### src/pscp_pkg.sv
package pscp_pkg;

  // Register byte offsets on the APB bus
  localparam logic [7:0] OFS_WIDE_PINS   = 8'h00;
  localparam logic [7:0] OFS_WIDE_LATCH  = 8'h04;
  localparam logic [7:0] OFS_WIDE_DIR    = 8'h08;
  localparam logic [7:0] OFS_CTL_STATUS  = 8'h0c;
  localparam logic [7:0] OFS_NARROW_PINS = 8'h10;
  localparam logic [7:0] OFS_NARROW_LAT  = 8'h14;
  localparam logic [7:0] OFS_ANALOG_CFG  = 8'h18;

  // Decoded register index
  localparam logic [2:0] IDX_WIDE_PINS   = 3'h0;
  localparam logic [2:0] IDX_WIDE_LATCH  = 3'h1;
  localparam logic [2:0] IDX_WIDE_DIR    = 3'h2;
  localparam logic [2:0] IDX_CTL_STATUS  = 3'h3;
  localparam logic [2:0] IDX_NARROW_PINS = 3'h4;
  localparam logic [2:0] IDX_NARROW_LAT  = 3'h5;
  localparam logic [2:0] IDX_ANALOG_CFG  = 3'h6;
  localparam logic [2:0] IDX_NONE        = 3'h7;

  // Direction/status register fields
  localparam int ST_IBF  = 7;
  localparam int ST_OBF  = 6;
  localparam int ST_OVF  = 5;
  localparam int ST_MODE = 4;
  localparam int ST_GAP  = 3;

  // Control pin roles in slave mode
  localparam int PIN_RD = 0;
  localparam int PIN_WR = 1;
  localparam int PIN_CS = 2;

  // Reset values
  localparam logic [7:0] RST_WIDE_DIR = 8'hff;
  localparam logic [2:0] RST_CTL_DIR  = 3'h7;
  localparam logic [2:0] RST_ANALOG   = 3'h7;
  localparam logic [7:0] RST_LATCH    = 8'h00;

  typedef enum logic [1:0] {
    PSCP_IDLE = 2'b00,
    PSCP_ACK  = 2'b01
  } pscp_apb_t;

  typedef struct packed {
    logic [7:0] wsync1;
    logic [7:0] wsync2;
    logic [7:0] wsync3;
    logic [7:0] wfilt;
    logic [2:0] csync1;
    logic [2:0] csync2;
    logic [2:0] csync3;
    logic [2:0] cfilt;
    logic       wr_act;
    logic       rd_act;
    logic [7:0] wide_lat;
    logic [7:0] wide_dir;
    logic [7:0] in_byte;
    logic [2:0] ctl_lat;
    logic [2:0] ctl_dir;
    logic [2:0] ana;
    logic       input_byte_full;
    logic       output_byte_full;
    logic       ovf;
    logic       mode;
    pscp_apb_t  apb;
    logic [31:0] rdata;
    logic       err;
  } pscp_state_t;

endpackage

### src/pscp_port.sv
`timescale 1ns/1ps
// Functional notes
// - Direction 1 tristates pin, 0 drives latch
// - Latch register reads back latched value
// - Exactly three control pins, each configurable
// - Analog-selected control pin reads as zero
// - Direction still drives pins in analog use
// - Reset makes control pins analog inputs
// - Bit 7 shows unread external byte
// - Bit 6 shows byte unread by outside
// - Bit 5 overflow, sticky until software clears
// - Bit 4 selects slave port mode
// - Bit 3 always reads zero
// - Status resets to 0000 -111
// - Selected read strobe drives data pins
// - Selected write strobe loads data byte
// - Chip select high blocks both strobes
// - Eight data pins serve GPIO or bus
// - Write recognised at first both-low detection, read at its release
module pscp_port
  import pscp_pkg::*;
(
  input  wire logic        CLOCK,
  input  wire logic        SYS_RST,
  input  wire logic        PSEL,
  input  wire logic        PENABLE,
  input  wire logic        PWRITE,
  input  wire logic [7:0]  PADDR,
  input  wire logic [31:0] PWDATA,
  output logic      [31:0] PRDATA,
  output logic             PREADY,
  output logic             PSLVERR,
  input  wire logic [7:0]  WIDE_I,
  output logic      [7:0]  WIDE_O,
  output logic      [7:0]  WIDE_OE_N,
  input  wire logic [2:0]  CTL_I,
  output logic      [2:0]  CTL_O,
  output logic      [2:0]  CTL_OE_N,
  output logic      [2:0]  ANALOG_SEL
);

  pscp_state_t q;
  pscp_state_t d;

  logic       setup;
  logic       access;
  logic [2:0] acc_idx;
  logic       wr_fire;
  logic       rd_fire;
  logic       wr_now;
  logic       rd_now;
  logic       wr_evt;
  logic       rd_end;

  function automatic logic [2:0] reg_idx(input logic [7:0] a);
    logic [2:0] r;
    r = IDX_NONE;
    unique case (a)
      OFS_WIDE_PINS:   r = IDX_WIDE_PINS;
      OFS_WIDE_LATCH:  r = IDX_WIDE_LATCH;
      OFS_WIDE_DIR:    r = IDX_WIDE_DIR;
      OFS_CTL_STATUS:  r = IDX_CTL_STATUS;
      OFS_NARROW_PINS: r = IDX_NARROW_PINS;
      OFS_NARROW_LAT:  r = IDX_NARROW_LAT;
      OFS_ANALOG_CFG:  r = IDX_ANALOG_CFG;
      default:         r = IDX_NONE;
    endcase
    return r;
  endfunction

  // New level once the second and third stages agree
  function automatic logic [7:0] settle(input logic [7:0] s2, input logic [7:0] s3, input logic [7:0] f);
    return (~(s2 ^ s3) & s3) | ((s2 ^ s3) & f);
  endfunction

  function automatic logic [7:0] status_byte(input pscp_state_t s);
    logic [7:0] v;
    v = 8'h00;
    v[ST_IBF]  = s.input_byte_full;
    v[ST_OBF]  = s.output_byte_full;
    v[ST_OVF]  = s.ovf;
    v[ST_MODE] = s.mode;
    v[ST_GAP]  = 1'b0;
    v[2:0]     = s.ctl_dir;
    return v;
  endfunction

  always_comb begin
    logic [7:0] rv;
    logic [7:0] cpad;
    rv   = 8'h00;
    cpad = 8'h00;
    d    = q;

    // Pin synchronisers
    d.wsync1 = WIDE_I;
    d.wsync2 = q.wsync1;
    d.wsync3 = q.wsync2;
    d.wfilt  = settle(q.wsync2, q.wsync3, q.wfilt);
    d.csync1 = CTL_I;
    d.csync2 = q.csync1;
    d.csync3 = q.csync2;
    cpad     = settle({5'h00, q.csync2}, {5'h00, q.csync3}, {5'h00, q.cfilt});
    d.cfilt  = cpad[2:0];

    // Strobe decode, write first-detection edge and read-end edge
    wr_now   = q.mode & ~q.cfilt[PIN_CS] & ~q.cfilt[PIN_WR];
    rd_now   = q.mode & ~q.cfilt[PIN_CS] & ~q.cfilt[PIN_RD];
    d.wr_act = wr_now;
    d.rd_act = rd_now;
    wr_evt   = wr_now & ~q.wr_act;
    rd_end   = q.rd_act & ~rd_now;

    // APB slave, one wait-free access phase
    setup   = PSEL & ~PENABLE;
    access  = PSEL & PENABLE & (q.apb == PSCP_ACK);
    acc_idx = reg_idx(PADDR);
    wr_fire = access & PWRITE & ~q.err;
    rd_fire = access & ~PWRITE & ~q.err;
    d.apb   = setup ? PSCP_ACK : PSCP_IDLE;

    if (setup) begin
      unique case (acc_idx)
        IDX_WIDE_PINS:   rv = q.mode ? q.in_byte : q.wfilt;
        IDX_WIDE_LATCH:  rv = q.wide_lat;
        IDX_WIDE_DIR:    rv = q.wide_dir;
        IDX_CTL_STATUS:  rv = status_byte(q);
        IDX_NARROW_PINS: rv = {5'h00, q.cfilt & ~q.ana};
        IDX_NARROW_LAT:  rv = {5'h00, q.ctl_lat};
        IDX_ANALOG_CFG:  rv = {5'h00, q.ana};
        IDX_NONE:        rv = 8'h00;
      endcase
      d.rdata = {24'h000000, rv};
      d.err   = (acc_idx == IDX_NONE);
    end

    // Hardware clears first so that sets below win
    if (rd_end) begin
      d.output_byte_full = 1'b0;
    end

    if (rd_fire && acc_idx == IDX_WIDE_PINS && q.mode) begin
      d.input_byte_full = 1'b0;
    end

    if (wr_fire) begin
      unique case (acc_idx)
        IDX_WIDE_PINS: begin
          d.wide_lat = PWDATA[7:0];
          if (q.mode) begin
            d.output_byte_full = 1'b1;
          end
        end
        IDX_WIDE_LATCH:  d.wide_lat = PWDATA[7:0];
        IDX_WIDE_DIR:    d.wide_dir = PWDATA[7:0];
        IDX_CTL_STATUS: begin
          d.ovf     = PWDATA[ST_OVF];
          d.mode    = PWDATA[ST_MODE];
          d.ctl_dir = PWDATA[2:0];
        end
        IDX_NARROW_PINS: d.ctl_lat = PWDATA[2:0];
        IDX_NARROW_LAT:  d.ctl_lat = PWDATA[2:0];
        IDX_ANALOG_CFG:  d.ana = PWDATA[2:0];
        IDX_NONE:        d.ctl_lat = q.ctl_lat;
      endcase
    end

    if (wr_evt) begin
      d.in_byte = q.wfilt;
      d.input_byte_full     = 1'b1;
      if (q.input_byte_full) begin
        d.ovf = 1'b1;
      end
    end
  end

  always_ff @(posedge CLOCK) begin
    if (SYS_RST) begin
      q          <= '0;
      q.wsync1   <= 8'h00;
      q.wide_lat <= RST_LATCH;
      q.wide_dir <= RST_WIDE_DIR;
      q.ctl_lat  <= RST_LATCH[2:0];
      q.ctl_dir  <= RST_CTL_DIR;
      q.ana      <= RST_ANALOG;
      q.apb      <= PSCP_IDLE;
    end else begin
      q <= d;
    end
  end

  assign PRDATA     = q.rdata;
  assign PREADY     = (q.apb == PSCP_ACK);
  assign PSLVERR    = q.err & (q.apb == PSCP_ACK);
  assign WIDE_O     = q.wide_lat;
  assign WIDE_OE_N  = q.mode ? {8{~q.rd_act}} : q.wide_dir;
  assign CTL_O      = q.ctl_lat;
  assign CTL_OE_N   = q.ctl_dir;
  assign ANALOG_SEL = q.ana;
endmodule

### config.mk
export PLATFORM = sky130hd
export DESIGN_NAME = pscp_port
export DESIGN_NICKNAME = d
export VERILOG_FILES = /design/src/pscp_pkg.sv /design/src/pscp_port.sv
export SDC_FILE = /design/constraint.sdc
export NUM_CORES = 1
export LEC_CHECK = 0
export BUFFER_PORTS_ARGS = -buffer_cell sky130_fd_sc_hd__buf_2
export CAP_MARGIN = 20
export CORE_MARGIN = 3
export CORE_UTILIZATION = 56
export CTS_CLUSTER_DIAMETER = 120
export DETAILED_ROUTE_END_ITERATION = 6
export PLACE_DENSITY = 0.85
export SKIP_CTS_REPAIR_TIMING = 1
export SLEW_MARGIN = 30
export SYNTH_ARGS = -nofsm -noshare
export SYNTH_HDL_FRONTEND = slang
export SYNTH_SLANG_ARGS = --single-unit
### constraint.sdc
create_clock -name CLOCK -period 3.15 [get_ports CLOCK]
set_clock_uncertainty 0.15 [all_clocks]
set_input_delay 0 -clock CLOCK [delete_from_list [all_inputs] [get_ports CLOCK]]
set_output_delay 0 -clock CLOCK [all_outputs]
set_load 0.005 [all_outputs]
==> results of run 1 <==
metrics by stage:
stage	instances	setup slack, ns
global route	595	0.738
finish	595	0.927
global placement	556	0.967
CTS	572	0.922
detailed placement	556	0.960
floorplan	464	1.20
layout make-up:
type	instances	area (um2)	share of cell area
multi-input cells	288	1850	0.396
flip-flops and latches	93	1860	0.399
clock inverters	7	67.6	0.0145
inverters	8	30.0	0.00644
repair buffers	94	611	0.131
well taps	96	120	0.0258
clock buffers	9	124	0.0266
layer usage:
layer  vias up  share of wire
met2        87           0.49
met5         -              0
met3        14          0.053
met4         0          0.022
li1       1556              -
met1      1489           0.43
power by group through the flow:
stage / logic [W] / registers [W] / clock network (W)
5_1_grt: 0.000162 / 0.00120 / 0.000832
4_1_cts: 0.000124 / 0.00120 / 0.000786
6_report: 0.000147 / 0.00120 / 0.000767
2_1_floorplan: 0.000105 / 0.00123 / 0
3_5_place_dp: 0.000123 / 0.00123 / 0
3_3_place_gp: 0.000120 / 0.00123 / 0
path summary, 6_finish.rpt:
kind / start / slack (ns) / endpoint
min reg2reg: d[81] / 0.29 / d[78]
min: PADDR[2] / 0.01 / PRDATA[7]
max: q[0] / 0.93 / WIDE_O[4]
max reg2reg: q[0] / 0.93 / WIDE_O[4]
critical path, cell delays in order (launching register included):
cell and delay, ns:
dfxtp_1 0.33, nand4b_1 0.39, or4_1 0.54, nor3b_1 0.30, buf_4 0.24, mux2i_1 0.19
cell usage in the layout, fill, tap and decap left out, types with 3 or more instances in the layout:
master,Yosys,final
dfxtp_1,93,93
buf_2,1,66
nor2b_1,50,50
nand2_1,33,33
nand2b_1,25,25
conb_1,1,24
a21oi_1,23,23
mux2i_1,23,23
dlygate4sd3_1,0,23
o21ai_0,15,15
a211o_1,14,14
nor2_1,10,10
o21a_1,9,9
clkbuf_8,0,9
inv_1,8,8
a32o_1,6,6
nor3_1,5,5
nor3b_1,5,5
nand3_1,5,5
a22o_1,4,4
buf_4,50,4
nand4b_1,3,3
a211oi_1,3,3
inv_8,0,3
logic make-up after synthesis:
| logic type | share of synthesized area |
|---|---|
| flops | 0.451 |
| buf+inv | 0.123 |
| simple gates | 0.214 |
| compound gates | 0.153 |
| mux | 0.0585 |
| other cells | 0.000908 |
synth_stat cells, types with 3 or more instances:
cell / instances
a211o_1: 14
nor3b_1: 5
buf_4: 50
a211oi_1: 3
nand4b_1: 3
nand2b_1: 25
mux2i_1: 23
nor3_1: 5
dfxtp_1: 93
inv_1: 8
nor2b_1: 50
a22o_1: 4
clkbuf_1: 22
a21oi_1: 23
o21a_1: 9
a32o_1: 6
nor2_1: 10
o21ai_0: 15
nand2_1: 33
nand3_1: 5
==> out/metrics.csv, run 1 <==
stage,metric,value,unit
pwr,combPwrFrac,0.069,
cts,cts_tree,built,
pwr,p_leak,1.81,nW
cts,cts_buffer_depth,2,
yosys,yosys.area.top_type,dfxtp_1,
floorplan,initial_core_util,0.592,
final_layout,nets,550,
pwr,p_int,0.00157,W
sta,whs,0.0103,ns
cts,clkSinkCount,93,
final_layout,finalCoreUtilization,0.668,
critical_path,cp-end-kind,flip-flop,
pwr,pwr-share-seq,0.568,
placement,portBuffers,66,
sta,fmax,450,MHz
cts,root_buffer,clkbuf_8,
sta,worstMarginPinSlew,0.798,ns
global_routing,antenna_found_initial,0,
floorplan,die_area,8440,um2
floorplan,core.rowCount,30,
drt,drc,0,
critical_path,worstPathMaxFanout,6,
sta,maxSlewViolCount,0,
global_routing,grtUsageMet3,0.0484,
yosys,ys_types,46,
pwr,switchingPower,0.000544,W
sta,finalSetupViolCount,0,
yosys,synth-edff-count,0,
yosys,ys.flop_type,dfxtp_1,
global_routing,grt_max_degree,61,
yosys,synth_top_area_frac,0.451,
cts,clk_latency,0.36,ns
sta,finalCriticalPeriod,2.22,ns
final_layout,insertedDiodeCount,0,
final_layout,stdcell_area,4660,um2
sta,period_share,0.706,
critical_path,critPathKind,flip-flop to flip-flop,
yosys,syn_inst,441,
drt,wl_per_cell,14.0,um
global_routing,use_met2,0.341,
cts,clk_pin_slew_worst_paths,0.10,ns
drt,vias,3146,
sta,slew_headroom,0.464,
pwr,total_power,0.00211,W
placement,gp_routability_congestion,0.886,
global_routing,grt_use_total,0.199,
yosys,ys_seq_elements,93,
cts,cts_made_buffers,9,
run_status,outcome,"complete, no violations",
yosys,ys_seq_area_frac,0.451,
placement,hpwlAfterDp,5.78,mm
yosys,synth_area_leaders,"dfxtp_1 (45%), buf_4 (9.1%), nor2b_1 (7.6%)",
yosys,synth.avg_cell_area,9.37,um2
min_path,hp-class,primary input to flip-flop,
flow_run,maxCapViolations,0,
pwr,p_sw_frac,0.257,
critical_path,required,3.29,ns
min_path,hold-path-cell-count,3,
floorplan,dieWidth,91.9,um
yosys,synth.cell_area,4130,um2
placement,place_area,4240,um2
drt,drt_pass1_iterations,4,
drt,drtIter0Drc,161,
critical_path,worstSetupStartpointType,flip-flop,
floorplan,boundaryPins,115,
final_layout,drive_gt1_frac,0.188,
final_layout,area_delta_synth_final,12.8,%
global_routing,grt_pass1_wl,13.6,mm
yosys,async_flop_share,0,
sta,fin_setup_tns,0,ns
pwr,power.density,454,nW/um2
drt,drt-vias-per-instance,5.29,
pwr,pwr-share-clk,0.363,
global_routing,grt_pass1_vias,2950,
floorplan,fp.coreArea,6980,um2
yosys,ys_warn_count,0,
drt,wl,8.30,mm
global_routing,grtUsageMet1,0.239,
pwr,ir_worst_vdd,284,uV
drt,ant_nets,0,
critical_path,arrival,2.37,ns
sta,hold_viol,0,
sta,rsz0062_at_grt,false,
cts,htreeDepth,3,
global_routing,grt_busiest_layer,met2,
critical_path,reg2reg_depth,5,
final_layout,n_fill_cell,576,
floorplan,die_h,91.9,um
global_routing,grt.overflow.total,0,
Note: power is estimated with default switching activity, not from simulation.
==> run 2: changes to the inputs <==
--- a/config.mk
+++ b/config.mk
@@ -5,13 +5,14 @@
 export SDC_FILE = /design/constraint.sdc
 export NUM_CORES = 1
 export LEC_CHECK = 0
+export ABC_AREA = 1
 export BUFFER_PORTS_ARGS = -buffer_cell sky130_fd_sc_hd__buf_2
 export CAP_MARGIN = 20
 export CORE_MARGIN = 3
-export CORE_UTILIZATION = 56
+export CORE_UTILIZATION = 52
 export CTS_CLUSTER_DIAMETER = 120
 export DETAILED_ROUTE_END_ITERATION = 6
-export PLACE_DENSITY = 0.85
+export PLACE_DENSITY = 0.79
 export SKIP_CTS_REPAIR_TIMING = 1
 export SLEW_MARGIN = 30
 export SYNTH_ARGS = -nofsm -noshare
==> constraint.sdc (replaced) <==
create_clock -name CLOCK -period 2.3 [get_ports CLOCK]
set_clock_uncertainty 0.15 [all_clocks]
set_input_delay 0 -clock CLOCK [delete_from_list [all_inputs] [get_ports CLOCK]]
set_output_delay 0 -clock CLOCK [all_outputs]
set_load 0.005 [all_outputs]
==> out/metrics.csv, run 2 <==
stage,metric,value,unit
critical_path,path_cells,inv_2 > or2_2 > nand2_1 > buf_2,
pwr,combPwrFrac,0.054,
pwr,total_power,0.00321,W
critical_path,worst-path-buf-inv,2,
final_layout,layout_commonest_cell,nand2_1,
yosys,ys_seq_area_frac,0.447,
cts,cts_tree,built,
drt,drc,0,
cts,clk_pin_slew_worst_paths,0.09,ns
critical_path,worstPathMaxFanout,18,
critical_path,required,2.15,ns
floorplan,die_h,95.5,um
critical_path,cp-end-kind,output port,
pwr,pwr-share-seq,0.512,
final_layout,final_cell_mix,"nand2_1 (105), dfxtp_1 (93), nor2_1 (66), buf_2 (66), inv_1 (63)",
drt,wl,8.56,mm
final_layout,drive_gt1_frac,0.199,
sta,period_share,0.869,
sta,finalSetupViolCount,0,
pwr,power.density,678,nW/um2
placement,hpwlAfterDp,5.94,mm
yosys,synth.cell_area,4160,um2
run_status,violations,negative hold slack,
sta,worstMarginPinSlew,0.545,ns
critical_path,cpLargestDelayFamily,flip-flops,
global_routing,grt_pass1_wl,13.4,mm
pwr,p_int,0.00254,W
yosys,ys_seq_elements,93,
drt,wl_met2,4.09,mm
cts,clkSinkCount,93,
critical_path,arrival,1.85,ns
flow_run,maxCapViolations,0,
floorplan,boundaryPins,115,
drt,wl_met1,3.57,mm
sta,whs,-0.0310,ns
min_path,hp-class,primary input to flip-flop,
global_routing,antenna_found_initial,0,
critical_path,slowest_delay,0.56,ns
critical_path,critPathKind,flip-flop to output port,
placement,portBuffers,66,
yosys,syn_inst,556,
floorplan,dieWidth,95.5,um
cts,clk_latency,0.36,ns
global_routing,grt.overflow.total,0,
yosys,yosysMostFrequentCell,nand2_1,
drt,vias,3445,
yosys,synth-edff-count,0,
drt,drtIter0Drc,212,
yosys,ys_warn_count,0,
yosys,synth_top_area_frac,0.447,
pwr,switchingPower,0.000672,W
yosys,yosys.area.top_type,dfxtp_1,
final_layout,n_fill_cell,685,
critical_path,worstSetupStartpointType,flip-flop,
drt,met3_length,636,um
drt,top_layer,met4,
final_layout,nets,669,
sta,slew_headroom,0.636,
final_layout,insertedDiodeCount,0,
yosys,ys.flop_type,dfxtp_1,
yosys,synthTopCellsByCount,"nand2_1 (105), dfxtp_1 (93), nor2_1 (66)",
sta,maxSlewViolCount,0,
pwr,pwr-share-clk,0.433,
drt,wl_per_cell,11.9,um
sta,hold_viol,4,
drt,ant_nets,0,
pwr,p_leak,2.17,nW
pwr,p_sw_frac,0.209,
cts,cts_buffer_depth,2,
final_layout,area_delta_synth_final,13.8,%
cts,htreeDepth,3,
floorplan,initial_core_util,0.536,
drt,drt_pass1_iterations,5,
run_status,outcome,"finished, violations left",
sta,finalCriticalPeriod,2.00,ns
sta,fmax,501,MHz
cts,cts_made_buffers,9,
floorplan,fp.coreArea,7770,um2
global_routing,grt_max_degree,56,
pwr,ir_worst_vdd,454,uV
sta,fin_setup_tns,0,ns
drt,drt-vias-per-instance,4.78,
yosys,ys_types,32,
global_routing,grt_use_total,0.189,
placement,gp_routability_congestion,0.875,
floorplan,die_area,9120,um2
floorplan,core.rowCount,32,
final_layout,finalCoreUtilization,0.610,
critical_path,slowest_stage,dfxtp_1,
global_routing,grt_pass1_vias,3089,
sta,rsz0062_at_grt,false,
yosys,async_flop_share,0,
yosys,synth_area_leaders,"dfxtp_1 (45%), nand2_1 (9.5%), buf_4 (9.0%)",
yosys,synth.avg_cell_area,7.49,um2
cts,root_buffer,clkbuf_8,
==> run 2: final cells by class <==
| type | instances | area (um2) | area share |
|---|---|---|---|
| flip-flops and latches | 93 | 1860 | 0.393 |
| repair buffers | 90 | 563 | 0.119 |
| clock inverters | 6 | 134 | 0.0283 |
| clock buffers | 10 | 128 | 0.0269 |
| well taps | 102 | 128 | 0.0269 |
| inverters | 76 | 285 | 0.0602 |
| multi-input cells | 343 | 1640 | 0.346 |
==> run 2: power groups by stage <==
stage | clock network (W) | registers, W | logic (W)
6_report | 0.00139 | 0.00165 | 0.000175
5_1_grt | 0.00149 | 0.00165 | 0.000199
2_1_floorplan | 0 | 0.00168 | 0.000124
3_3_place_gp | 0 | 0.00168 | 0.000142
3_5_place_dp | 0 | 0.00168 | 0.000146
4_1_cts | 0.00142 | 0.00165 | 0.000147
==> run 2: cells by family (layout without fill, tap and decap cells) <==
kind of cell / Yosys count / count (layout) / share of synthesized area
and+or+nand+nor: 231 / 231 / 0.249
DFF: 93 / 93 / 0.447
AOI/OAI and AO/OA: 88 / 88 / 0.123
buffers and inverters: 143 / 182 / 0.180
other: 1 / 24 / 0.000901
==> run 2: worst register-to-register path: stages, from the launching register on <==
cell and delay, ns:
dfxtp_1 0.56, inv_2 0.25, nor2_2 0.15, nand2_1 0.12, nor2_4 0.32, o21ai_0 0.16
a21oi_1 0.16
==> run 2: path summary, 6_finish.rpt <==
kind / from / to / slack (ns) / cells past startpoint
worst max register to register: q[35] / q[49] / 0.37 / 6
worst max-delay path: q[35] / WIDE_OE_N[0] / 0.30 / 4
worst min register to register: d[105] / d[97] / 0.25 / 2
worst min-delay path: PSEL / q[38] / -0.03 / 6
==> run 2: routing by layer <==
metal,vias up,GRT usage
li1,1779,-
met1,1510,0.220
met2,135,0.322
met3,21,0.0466
met4,0,0.0936
met5,-,0
==> run 2: through the flow <==
step	instances	cell area [um2]	setup WS [ns]
2_1_floorplan	579	4250	0.916
3_3_place_gp	683	4270	0.529
3_5_place_dp	683	4270	0.406
4_1_cts	699	4530	0.298
5_1_grt	720	4740	0.197
6_report	720	4740	0.302
==> run 3: changes to the inputs <==
--- a/config.mk
+++ b/config.mk
@@ -12,6 +12,7 @@
 export CORE_UTILIZATION = 52
 export CTS_CLUSTER_DIAMETER = 120
 export DETAILED_ROUTE_END_ITERATION = 6
+export HOLD_SLACK_MARGIN = 0.08
 export PLACE_DENSITY = 0.79
 export SKIP_CTS_REPAIR_TIMING = 1
 export SLEW_MARGIN = 30
==> out/metrics.csv, run 3 (synthesis gave the netlist of run 2 again) <==
stage,metric,value,unit
pwr,power.density,662,nW/um2
flow_run,maxCapViolations,0,
pwr,pwr-share-clk,0.433,
global_routing,grt_pass1_wl,13.4,mm
placement,hpwlAfterDp,5.94,mm
drt,ant_nets,0,
cts,clkSinkCount,93,
final_layout,final_cell_mix,"nand2_1 (105), dfxtp_1 (93), nor2_1 (66), buf_2 (66), inv_1 (63)",
final_layout,n_fill_cell,662,
drt,drtIter0Drc,185,
sta,fmax,466,MHz
pwr,combPwrFrac,0.057,
drt,drt-vias-per-instance,4.85,
drt,drc,0,
cts,htreeDepth,3,
placement,gp_routability_congestion,0.875,
critical_path,reg2reg_depth,9,
sta,hold_viol,0,
sta,slew_headroom,0.634,
min_path,hp-class,primary input to flip-flop,
global_routing,grt_max_degree,56,
global_routing,grtUsageMet1,0.220,
sta,period_share,0.934,
cts,clk_latency,0.36,ns
pwr,switchingPower,0.000677,W
pwr,pwr-share-seq,0.511,
critical_path,rr_endpoint,q[58],
critical_path,arrival,2.30,ns
floorplan,core.rowCount,32,
sta,finalCriticalPeriod,2.15,ns
sta,fin_setup_tns,0,ns
critical_path,cp-end-kind,flip-flop,
pwr,p_sw_frac,0.210,
sta,finalSetupViolCount,0,
floorplan,die_area,9120,um2
sta,worstMarginPinSlew,0.549,ns
final_layout,layout_commonest_cell,nand2_1,
critical_path,cp-endpoint,q[58],
sta,layout_setup_ws,0.152,ns
floorplan,fp.coreArea,7770,um2
critical_path,rrSetupSlack,0.15,ns
critical_path,startpoint,q[33],
final_layout,area_delta_synth_final,16.9,%
cts,cts_made_buffers,9,
floorplan,die_h,95.5,um
floorplan,dieWidth,95.5,um
pwr,ir_worst_vdd,454,uV
final_layout,insertedDiodeCount,0,
drt,vias,3558,
cts,clk_pin_slew_worst_paths,0.09,ns
global_routing,grtUsageMet3,0.0466,
final_layout,nets,682,
global_routing,use_met2,0.322,
cts,cts_tree,built,
placement,preCtsSetupSlack,0.406,ns
sta,maxSlewViolCount,0,
placement,portBuffers,66,
sta,rsz0062_at_grt,false,
drt,wl_per_cell,12.2,um
cts,root_buffer,clkbuf_8,
global_routing,grt_use_total,0.189,
global_routing,antenna_found_initial,0,
pwr,p_int,0.00255,W
critical_path,worstPathMaxFanout,9,
pwr,p_leak,2.21,nW
run_status,outcome,"complete, no violations",
critical_path,critPathKind,flip-flop to flip-flop,
global_routing,grt.overflow.total,0,
drt,wl,8.92,mm
drt,drt_pass1_iterations,6,
global_routing,grt_busiest_layer,met2,
cts,cts_buffer_depth,2,
critical_path,required,2.46,ns
final_layout,drive_gt1_frac,0.195,
global_routing,grt_pass1_vias,3089,
critical_path,r2r-start,q[33],
floorplan,boundaryPins,115,
floorplan,initial_core_util,0.536,
critical_path,worstSetupStartpointType,flip-flop,
-- run 3: cell type report --
| type | instances | area [um2] | area share |
|---|---|---|---|
| Clock inverter | 6 | 134 | 0.0275 |
| Clock buffer | 10 | 128 | 0.0262 |
| Timing Repair Buffer | 103 | 693 | 0.142 |
| Sequential cell | 93 | 1860 | 0.382 |
| Multi-Input combinational cell | 343 | 1640 | 0.337 |
| Inverter | 76 | 285 | 0.0586 |
| Tap cell | 102 | 128 | 0.0262 |
-- run 3: power by group through the flow --
| stage | logic [W] | registers [W] | clock network, W |
|---|---|---|---|
| finish | 0.000183 | 0.00165 | 0.00139 |
| global route | 0.000207 | 0.00165 | 0.00149 |
| CTS | 0.000147 | 0.00165 | 0.00142 |
| detailed placement | 0.000146 | 0.00168 | 0 |
| global placement | 0.000142 | 0.00168 | 0 |
| floorplan | 0.000124 | 0.00168 | 0 |
-- run 3: stage by stage --
step	std cells	cell area, um2	power, W	utilization	hold slack (ns)
detailed placement	683	4270	0.00183	0.549	0.0556
finish	733	4870	0.00322	0.627	0.0755
global route	733	4870	0.00335	0.627	0.0991
CTS	699	4530	0.00321	0.583	-0.330
global placement	683	4270	0.00182	0.549	0.0497
floorplan	579	4250	0.00180	-	-0.0430
-- run 3: critical path, cell delays in order, from the launching register on --
cell and delay (ns):
dfxtp_1 0.36, nand3_1 0.11, inv_2 0.07, nand2_1 0.13
inv_2 0.21, nand2_2 0.18, inv_2 0.18, nand2_1 0.06
nand3_1 0.08, dlygate4sd3_1 0.56
-- run 3: worst min path at each step --
stage	from	endpoint	slack (ns)	depth (start not counted)
after CTS	WIDE_I[7]	d[109]	-0.33	3
after global placement	WIDE_I[4]	d[106]	0.05	3
after detailed placement	WIDE_I[7]	d[109]	0.06	3
final	PADDR[2]	PRDATA[3]	0.08	7
after global routing	PADDR[2]	PRDATA[3]	0.1	7
after floorplan	WIDE_I[0]	d[102]	-0.04	2
-- run 3: metal layers --
layer | part of all wire | routed length [um]
met5 | 0 | 0
met4 | 0.026 | 231
met3 | 0.073 | 650
met2 | 0.49 | 4340
met1 | 0.41 | 3690
